===== src/logic/flash_host_map.svh =====
// Purpose: Host controller constants
// Assumes: 40 MHz mclk, 16-bit word mode
// Notes:   Codes and counts as macros
`ifndef FLASH_HOST_MAP_SVH
`define FLASH_HOST_MAP_SVH

// Strobe phase in ns and cycles, rounded up
`define STROBE_NS        50
`define CLK_NS           25
`define STROBE_CYC       ((`STROBE_NS + `CLK_NS - 1) / `CLK_NS)
// Unlock cycles, word mode
`define UNLOCK_ADDR1     21'h000555
`define UNLOCK_ADDR2     21'h0002AA
`define UNLOCK_DATA1     16'h00AA
`define UNLOCK_DATA2     16'h0055
`define CMD_RESET        16'h00F0
`define CMD_PROGRAM      16'h00A0
`define CMD_ERASE        16'h0080
`define CMD_CHIP_ERASE   16'h0010
`define CMD_BLOCK_ERASE  16'h0030
`define CMD_SUSPEND      16'h00B0
`define CMD_RESUME       16'h0030
`define CMD_ID_READ      16'h0090
// Protection query bits and answer
`define PROT_QUERY_LOW   3'h2
`define PROT_YES         8'h01
// Status bit positions
`define POLL_BIT         7
`define TOGGLE_BIT       6
`define TIMEOUT_BIT      5

`endif


===== src/logic/flash_host_pkg.sv =====
// Purpose: Host controller types
// Assumes: Constants in the map header
// Notes:   Holds only types
package flash_host_pkg;

    // User operation codes
    typedef enum logic [2:0] {
        op_read,
        op_program,
        op_chip_erase,
        op_block_erase,
        op_suspend,
        op_resume,
        op_reset,
        op_protect_query
    } op_t;

endpackage : flash_host_pkg


===== src/logic/flash_host.sv =====
// Purpose: Host controller for a flash die
// Assumes: 40 MHz mclk; board pull-up
// Notes:   Completion from busy pin and toggle bit
// What this block does
// - Open-drain busy pin, host supplies pull-up
// - Aborted operation needs full reissue
// - Host clears command state before commands other than read/suspend/resume
// - Poll address is the request address for every mode; protect query uses query_addr
// - Write strobe high during flash reads; static RAM never selected
`timescale 1ns/1ps
`include "flash_host_map.svh"

module flash_host (
    input  wire logic                 mclk,
    input  wire logic                 rst,
    // User side
    input  wire logic                 req,
    input  wire flash_host_pkg::op_t  op,
    input  wire logic [20:0]          req_addr,
    input  wire logic [15:0]          req_data,
    input  wire logic                 supply_ok,
    output logic                      ack,
    output logic                      busy,
    output logic [15:0]               rsp_data_reg,
    output logic                      rsp_fail_reg,
    output logic                      suspended_reg,
    // Flash pins
    output logic [20:0]               flash_addr,
    output logic [15:0]               dq_out,
    output logic                      dq_oe,
    input  wire logic [15:0]          dq_in,
    output logic                      we_n,
    output logic                      oe_n,
    output logic                      flash_select_n,
    output logic                      sram_select_low_n,
    output logic                      sram_select_high,
    output logic                      ready_busy_pullup_en,
    input  wire logic                 ready_busy_out
);
    typedef enum logic [2:0] {
        h_idle, h_clear, h_seq, h_wait, h_poll, h_done
    } host_t;

    host_t               st_reg;        // Main sequencer state
    flash_host_pkg::op_t op_reg;        // Operation in flight
    logic [20:0]         addr_reg;      // Target / poll address
    logic [15:0]         data_reg;      // Program data
    logic [2:0]          step_reg;      // Index of command cycle
    logic [2:0]          nsteps;        // Command cycles for op_reg
    logic                rb_meta_reg;   // First sync stage of busy pin
    logic                rb_sync_reg;   // Second sync stage
    logic                sup_meta_reg;  // First sync stage of supply flag
    logic                sup_sync_reg;  // Second sync stage
    logic                toggle_seen_reg; // Previous toggle bit sample
    logic                have_prev_reg; // A toggle sample exists
    logic                go;            // Start one bus cycle
    logic                wr;            // Bus cycle is a write
    logic [20:0]         cyc_addr;      // Bus cycle address
    logic [15:0]         cyc_data;      // Bus cycle write data
    logic                cyc_done;      // Bus cycle finished
    logic [15:0]         cyc_rdata;     // Bus cycle read data
    logic                bus_active_reg; // A bus cycle is in flight

    // Static RAM never selected: floats, no write strobe
    assign sram_select_low_n = 1'b1;
    assign sram_select_high  = 1'b0;

    // Open-drain busy pin: pull-up always on
    assign ready_busy_pullup_en = 1'b1;

    // Two-flop sync of busy pin and supply
    always_ff @(posedge mclk) begin
        rb_meta_reg  <= ready_busy_out;
        rb_sync_reg  <= rb_meta_reg;
        sup_meta_reg <= supply_ok;
        sup_sync_reg <= sup_meta_reg;
    end

    // Command cycles per operation
    always_comb begin
        case (op_reg)
            flash_host_pkg::op_program:       nsteps = 3'h4;
            flash_host_pkg::op_chip_erase:    nsteps = 3'h6;
            flash_host_pkg::op_block_erase:   nsteps = 3'h6;
            flash_host_pkg::op_protect_query: nsteps = 3'h3;
            default:                          nsteps = 3'h1;
        endcase
    end

    // Address and data of the current command cycle
    always_comb begin
        cyc_addr = `UNLOCK_ADDR1;
        cyc_data = `UNLOCK_DATA1;
        if (st_reg == h_clear) begin
            cyc_data = `CMD_RESET;
        end else if (st_reg == h_poll ||
                     op_reg == flash_host_pkg::op_read) begin
            cyc_addr = addr_reg;
        end else if (op_reg == flash_host_pkg::op_suspend) begin
            cyc_addr = addr_reg;
            cyc_data = `CMD_SUSPEND;
        end else if (op_reg == flash_host_pkg::op_resume) begin
            cyc_addr = addr_reg;
            cyc_data = `CMD_RESUME;
        end else if (op_reg == flash_host_pkg::op_reset) begin
            cyc_data = `CMD_RESET;
        end else if (step_reg == 3'h1 || step_reg == 3'h4) begin
            cyc_addr = `UNLOCK_ADDR2;
            cyc_data = `UNLOCK_DATA2;
        end else if (step_reg == 3'h2) begin
            if (op_reg == flash_host_pkg::op_program) begin
                cyc_data = `CMD_PROGRAM;
            end else if (op_reg == flash_host_pkg::op_protect_query) begin
                cyc_data = `CMD_ID_READ;
            end else begin
                cyc_data = `CMD_ERASE;
            end
        end else if (step_reg == 3'h3 &&
                     op_reg == flash_host_pkg::op_program) begin
            cyc_addr = addr_reg;
            cyc_data = data_reg;
        end else if (step_reg == 3'h5) begin
            if (op_reg == flash_host_pkg::op_block_erase) begin
                cyc_addr = addr_reg;
                cyc_data = `CMD_BLOCK_ERASE;
            end else begin
                cyc_data = `CMD_CHIP_ERASE;
            end
        end
    end

    // Query reads block address, low bits 0,1,0
    logic [20:0] query_addr;
    assign query_addr = {addr_reg[20:3], `PROT_QUERY_LOW};

    assign go = (st_reg == h_clear || st_reg == h_seq || st_reg == h_poll)
                && !cyc_done && !bus_active_reg;
    assign wr = (st_reg != h_poll) && !(op_reg == flash_host_pkg::op_read);

    always_ff @(posedge mclk) begin
        if (rst) begin
            bus_active_reg <= 1'b0;
        end else if (go) begin
            bus_active_reg <= 1'b1;
        end else if (cyc_done) begin
            bus_active_reg <= 1'b0;
        end
    end

    bus_cycle u_cycle (
        .mclk               (mclk),
        .rst                (rst),
        .go                 (go),
        .wr                 (wr),
        .addr               ((st_reg == h_poll &&
                              op_reg == flash_host_pkg::op_protect_query)
                             ? query_addr : cyc_addr),
        .wdata              (cyc_data),
        .done               (cyc_done),
        .rdata_reg          (cyc_rdata),
        .addr_reg           (flash_addr),
        .dq_out_reg         (dq_out),
        .dq_oe_reg          (dq_oe),
        .we_n_reg           (we_n),
        .oe_n_reg           (oe_n),
        .flash_select_n_reg (flash_select_n),
        .dq_in              (dq_in)
    );

    // Main sequencer
    always_ff @(posedge mclk) begin
        if (rst) begin
            st_reg          <= h_idle;
            op_reg          <= flash_host_pkg::op_read;
            addr_reg        <= 21'h000000;
            data_reg        <= 16'h0000;
            step_reg        <= 3'h0;
            rsp_data_reg    <= 16'h0000;
            rsp_fail_reg    <= 1'b0;
            suspended_reg   <= 1'b0;
            toggle_seen_reg <= 1'b0;
            have_prev_reg   <= 1'b0;
        end else begin
            case (st_reg)
                h_idle: begin
                    // Held back below lockout
                    if (req && sup_sync_reg) begin
                        op_reg   <= op;
                        addr_reg <= req_addr;
                        data_reg <= req_data;
                        step_reg <= 3'h0;
                        rsp_fail_reg <= 1'b0;
                        // No reset before suspend/resume
                        if (op == flash_host_pkg::op_suspend ||
                            op == flash_host_pkg::op_resume ||
                            op == flash_host_pkg::op_read) begin
                            st_reg <= h_seq;
                        end else begin
                            st_reg <= h_clear;
                        end
                    end
                end
                h_clear: begin
                    if (cyc_done) begin
                        st_reg <= h_seq;
                    end
                end
                h_seq: begin
                    if (cyc_done) begin
                        if (op_reg == flash_host_pkg::op_read) begin
                            rsp_data_reg <= cyc_rdata;
                            st_reg       <= h_done;
                        end else if (step_reg == nsteps - 3'h1) begin
                            have_prev_reg <= 1'b0;
                            st_reg <= (op_reg ==
                                       flash_host_pkg::op_protect_query)
                                      ? h_poll : h_wait;
                        end else begin
                            step_reg <= step_reg + 3'h1;
                        end
                    end
                end
                h_wait: begin
                    suspended_reg <= (op_reg ==
                                      flash_host_pkg::op_suspend);
                    st_reg <= h_poll;
                end
                h_poll: begin
                    if (!sup_sync_reg) begin
                        rsp_fail_reg <= 1'b1;  // Aborted, reissue
                        st_reg       <= h_done;
                    end else if (cyc_done) begin
                        rsp_data_reg    <= cyc_rdata;
                        toggle_seen_reg <= cyc_rdata[`TOGGLE_BIT];
                        have_prev_reg   <= 1'b1;
                        if (op_reg == flash_host_pkg::op_protect_query) begin
                            // 01h means protected
                            rsp_fail_reg <= (cyc_rdata[7:0] == `PROT_YES);
                            st_reg       <= h_done;
                        end else if (have_prev_reg && rb_sync_reg &&
                            cyc_rdata[`TOGGLE_BIT] == toggle_seen_reg) begin
                            // Ready and toggling stopped
                            st_reg <= h_done;
                        end else if (!rb_sync_reg && cyc_rdata[`TIMEOUT_BIT] &&
                            cyc_rdata[`TOGGLE_BIT] != toggle_seen_reg) begin
                            // Failure keeps busy low; reset clears
                            rsp_fail_reg <= 1'b1;
                            op_reg       <= flash_host_pkg::op_reset;
                            step_reg     <= 3'h0;
                            st_reg       <= h_seq;
                        end
                        // Else busy low, still toggling or no earlier sample
                    end
                end
                default: begin
                    st_reg <= h_idle;
                end
            endcase
        end
    end

    // Done pulse; busy while not idle
    assign ack  = (st_reg == h_done);
    assign busy = (st_reg != h_idle);

endmodule : flash_host


===== src/logic/bus_cycle.sv =====
// Purpose: One flash bus cycle, read or write
// Assumes: Data bus pins already split
// Notes:   Reads sample a synchronised copy
`timescale 1ns/1ps
`include "flash_host_map.svh"

module bus_cycle (
    input  wire logic        mclk,
    input  wire logic        rst,
    input  wire logic        go,
    input  wire logic        wr,
    input  wire logic [20:0] addr,
    input  wire logic [15:0] wdata,
    output logic             done,
    output logic [15:0]      rdata_reg,
    output logic [20:0]      addr_reg,
    output logic [15:0]      dq_out_reg,
    output logic             dq_oe_reg,
    output logic             we_n_reg,
    output logic             oe_n_reg,
    output logic             flash_select_n_reg,
    input  wire logic [15:0] dq_in
);
    typedef enum logic [1:0] {s_idle, s_strobe, s_hold} cyc_t;

    cyc_t        st_reg;       // Cycle phase
    logic [3:0]  cnt_reg;      // Phase counter
    logic [15:0] dq_meta_reg;  // First sync stage, read only by second
    logic [15:0] dq_sync_reg;  // Second sync stage

    // Pins are asynchronous: two flops first
    always_ff @(posedge mclk) begin
        dq_meta_reg <= dq_in;
        dq_sync_reg <= dq_meta_reg;
    end

    // Strobe sequencing; reads sample at strobe end
    always_ff @(posedge mclk) begin
        if (rst) begin
            st_reg             <= s_idle;
            cnt_reg            <= 4'h0;
            addr_reg           <= 21'h000000;
            dq_out_reg         <= 16'h0000;
            dq_oe_reg          <= 1'b0;
            we_n_reg           <= 1'b1;
            oe_n_reg           <= 1'b1;
            flash_select_n_reg <= 1'b1;
            rdata_reg          <= 16'h0000;
        end else begin
            case (st_reg)
                s_idle: begin
                    if (go) begin
                        st_reg             <= s_strobe;
                        cnt_reg            <= 4'(`STROBE_CYC + 2);
                        addr_reg           <= addr;
                        dq_out_reg         <= wdata;
                        dq_oe_reg          <= wr;
                        we_n_reg           <= ~wr;
                        oe_n_reg           <= wr;
                        flash_select_n_reg <= 1'b0;
                    end
                end
                s_strobe: begin
                    // Two extra clocks cover read sync delay
                    if (cnt_reg == 4'h1) begin
                        st_reg             <= s_hold;
                        cnt_reg            <= 4'(`STROBE_CYC);
                        rdata_reg          <= dq_sync_reg;
                        we_n_reg           <= 1'b1;  // Rising edge latches
                        oe_n_reg           <= 1'b1;
                        flash_select_n_reg <= 1'b1;
                    end else begin
                        cnt_reg <= cnt_reg - 4'h1;
                    end
                end
                default: begin
                    // Hold data past the edge, then release
                    if (cnt_reg == 4'h1) begin
                        st_reg    <= s_idle;
                        dq_oe_reg <= 1'b0;
                    end else begin
                        cnt_reg <= cnt_reg - 4'h1;
                    end
                end
            endcase
        end
    end

    // Done at hold end
    assign done = (st_reg == s_hold) && (cnt_reg == 4'h1);

endmodule : bus_cycle


===== config.mk =====
export PLATFORM = sky130hd
export DESIGN_NAME = flash_host
export DESIGN_NICKNAME = d
export VERILOG_FILES = /design/src/logic/flash_host_pkg.sv /design/src/logic/flash_host.sv /design/src/logic/bus_cycle.sv
export VERILOG_INCLUDE_DIRS = /design/src /design/src/logic
export SDC_FILE = /design/constraint.sdc
export NUM_CORES = 1
export LEC_CHECK = 0
export ABC_AREA = 0
export BUFFER_PORTS_ARGS = -buffer_cell sky130_fd_sc_hd__buf_2
export CORE_ASPECT_RATIO = 0.7
export CORE_MARGIN = 2
export CORE_UTILIZATION = 25
export DETAILED_ROUTE_END_ITERATION = 16
export GPL_ROUTABILITY_DRIVEN = 0
export GPL_TIMING_DRIVEN = 1
export PLACE_DENSITY_LB_ADDON = 0.05
export REMOVE_ABC_BUFFERS = 1
export SLEW_MARGIN = 20
export SYNTH_ARGS = -nofsm -noshare
export SYNTH_HDL_FRONTEND = slang
export SYNTH_HIERARCHICAL = 1
export SYNTH_SLANG_ARGS = --single-unit

===== constraint.sdc =====
create_clock -name mclk -period 2.8 [get_ports mclk]
set_input_delay 0.14 -clock mclk [delete_from_list [all_inputs] [get_ports mclk]]
set_output_delay 0.14 -clock mclk [all_outputs]
set_load 0.02 [all_outputs]

==> results_dict.tcl <==
set metrics [dict create \
    vias_per_cell 4.46 \
    crit_path_cell_trace "nor2_1, nor2_1, ha_1, xnor2_1, or3_1, a32o_2, or2_0, o311a_1" \
    drc 0 \
    cts_tree "done" \
    worstSetupPathType "reg -> reg" \
    finalWorstPathRequiredPeriod_ns 2.53 \
    ys_ff_latch 166 \
    hold_buffers 56 \
    insertion_delay_ns 0.44 \
    cts_resized 0 \
    synthAdderAreaFrac_pct 1.49 \
    synthSimpleGateAreaFrac_pct 21.8 \
    insertedDiodeCount 0 \
    grt.total_usage_pct 14.1 \
    syn_area_um2 6720 \
    ys_seq_area_share_pct 49.5 \
    synth_most_common_cell "nand2_1" \
    multiInputGateArea_um2 3020 \
    power.density_nw_per_um2 886 \
    die_w_um 200 \
    io_pins 125 \
    maxSlewViolCount 0 \
    dieArea_um2 28200 \
    synth-compound-area-share_pct 17.3 \
    io_buffers 121 \
    grt_overflow 0 \
    clkSlewWorstSetupHoldPaths_ns 0.07 \
    dp.cells 1241 \
    synth_top_area_share_pct 49.5 \
    drv_cap 0 \
    wl_per_cell_um 14.7 \
    fin_nets 1021 \
    ys_async_sr_fraction_pct 0 \
    crit_path_end_kind "flop" \
    grt_pass1_wl_um 30900 \
    crit_family "simple AND/OR/NAND/NOR gates" \
    crit_fanout 7 \
    yosysWarnings 6 \
    hpwl_um 13200 \
    avgSynthCellArea_um2 8.55 \
    synthMuxAreaShare_pct 3.48 \
    first_global_vias 5874 \
    cpMostUsedCell "nor2_1" \
    first_iter_violations 401 \
    grt_setup_unrepaired "false" \
    layout.cells.non_filler 1329 \
    h-tree-depth 4 \
    grt_max_degree 62 \
    hold_viol 0 \
    hold_class "in -> reg" \
    core_um2 26600 \
    worstPathRequired_ns 3.13 \
    slew_headroom_pct 51.2 \
    cpPeakStageDelay_ns 0.45 \
    die_height_um 141 \
    cp_num_buf_inv 0 \
    synth-edff-count 0 \
    clockRootBuffer "clkbuf_16" \
    worstSetupStartpointType "flop" \
    initial_core_util_pct 25.3 \
    synth_common_cells "173 x nand2_1, 166 x dfxtp_1, 107 x a21oi_1" \
    status "complete, no violations" \
    ant_nets 0 \
    first_pass_iters 4 \
    wl_um 19500 \
    synth_top_family_by_area "simple AND/OR/NAND/NOR gates" \
    synthCells 785 \
    synth_top_area_cell "dfxtp_1" \
    num_vias 5921 \
    cts_buffers 17 \
    ys.flop_type "dfxtp_1" \
    peakVddDrop_mv 0.424 \
    fin_crit_sh_pct 90.2 \
    worstMarginPinSlew_ns 0.732 \
    fin_worst_skew_ns 0.0101 \
    fill_cells 2837 \
    placementRows 50 \
    seq_area_um2 3320 \
    synthXorXnorAreaFrac_pct 0.652 \
    cts_sinks 166 \
    syn_to_final_growth_pct 31.9 \
    drive_gt1_share_pct 20.3 \
    ys_types 72 \
    synth_area_leaders "dfxtp_1 49%, nand2_1 9.7%, a21oi_1 8.0%, mux2i_1 3.0%, nor2_1 2.3%" \
    antenna_found_initial 0 \
    cts_setup_buffers 0 \
    finalSetupViolations 0 \
    clk_path_buf_depth 2 \
    slowest_stage "dfxtp_1" \
    crit_arrival_ns 2.85 \
    fmaxAchievable_ghz 0.396 \
    p_leak_nw 3.63 \
    fin_total_pwr_mw 7.85 \
]
## logic make-up after synthesis
logic type | after synthesis
AOI/OAI and AO/OA | 197
xor gates and xnor gates | 5
adders and majority gates | 8
buffers and inverters | 70
DFF | 166
muxes | 23
other | 2
and+or+nand+nor | 314
## cells in the final DEF (no fill, tap or decap), drive strengths merged, types with 5 or more instances in the layout
| master | n |
|---|---|
| nor2 | 43 |
| nand3 | 25 |
| nor3b | 5 |
| o21ai | 36 |
| dlygate4sd3 | 56 |
| nand2b | 6 |
| a211oi | 6 |
| a21oi | 108 |
| and2 | 21 |
| a31oi | 5 |
| nor3 | 8 |
| inv | 18 |
| buf | 147 |
| mux2i | 20 |
| nand2 | 173 |
| nor2b | 5 |
| or3 | 5 |
| o21a | 7 |
| ha | 8 |
| or3b | 5 |
| dfxtp | 166 |
| clkbuf | 19 |
## through the flow
step	worst slack, ns	TNS (ns)	hold WS, ns	utilization (%)	instance area, um^2
floorplan	-0.107	-0.133	0.168	-	6390
global placement	0.301	0	0.242	28.9	7690
CTS	0.282	0	0.00301	33.3	8850
detailed placement	0.305	0	0.244	28.9	7690
global route	0.0764	0	0.0331	33.3	8850
finish	0.274	0	0.0137	33.3	8850
## final cells by class
class	count	share of cell area, %
multi-input cells	550	34.1
clock inverters	13	1.94
well taps	364	5.14
repair buffers	203	15.8
flip-flops and latches	166	37.5
clock buffers	19	4.89
inverters	14	0.593
## power breakdown
| part | switching, mW | total (mW) | internal, mW | leakage [nW] |
|---|---|---|---|---|
| sequential | 0.150 | 2.76 | 2.61 | 1.36 |
| combinational | 1.66 | 2.63 | 0.969 | 1.98 |
| clock | 1.04 | 2.46 | 1.42 | 0.289 |
## worst register-to-register path, stage by stage, from the launching register on
cell	delay (ns)
dfxtp_1	0.45
nor2_1	0.08
nor2_1	0.21
ha_1	0.29
xnor2_1	0.13
or3_1	0.38
a32o_2	0.30
or2_0	0.23
o311a_1	0.35
## final timing paths
check                                       from                             end  slack, ns  depth (start not counted)
setup / recovery          op_reg[1]$_SDFFE_PP0P_          st_reg[2]$_SDFFE_PP0P_       0.27                          8
hold / removal                             op[2]          op_reg[2]$_SDFFE_PP0P_       0.01                          3
setup reg to reg          op_reg[1]$_SDFFE_PP0P_          st_reg[2]$_SDFFE_PP0P_       0.27                          8
hold reg to reg   u_cycle/dq_meta_reg[8]$_DFF_P_  u_cycle/dq_sync_reg[8]$_DFF_P_       0.33                          0
## layer usage
| layer | routed length (um) | GRT usage (%) | up-vias |
|---|---|---|---|
| met3 | 763 | 3.49 | 15 |
| met1 | 9830 | 19.5 | 2802 |
| met4 | 236 | 4.60 | 0 |
| met2 | 8670 | 21.4 | 110 |
| li1 | - | - | 2994 |
| met5 | 0 | 0 | - |
No activity file was read; power rests on OpenSTA's default activity.
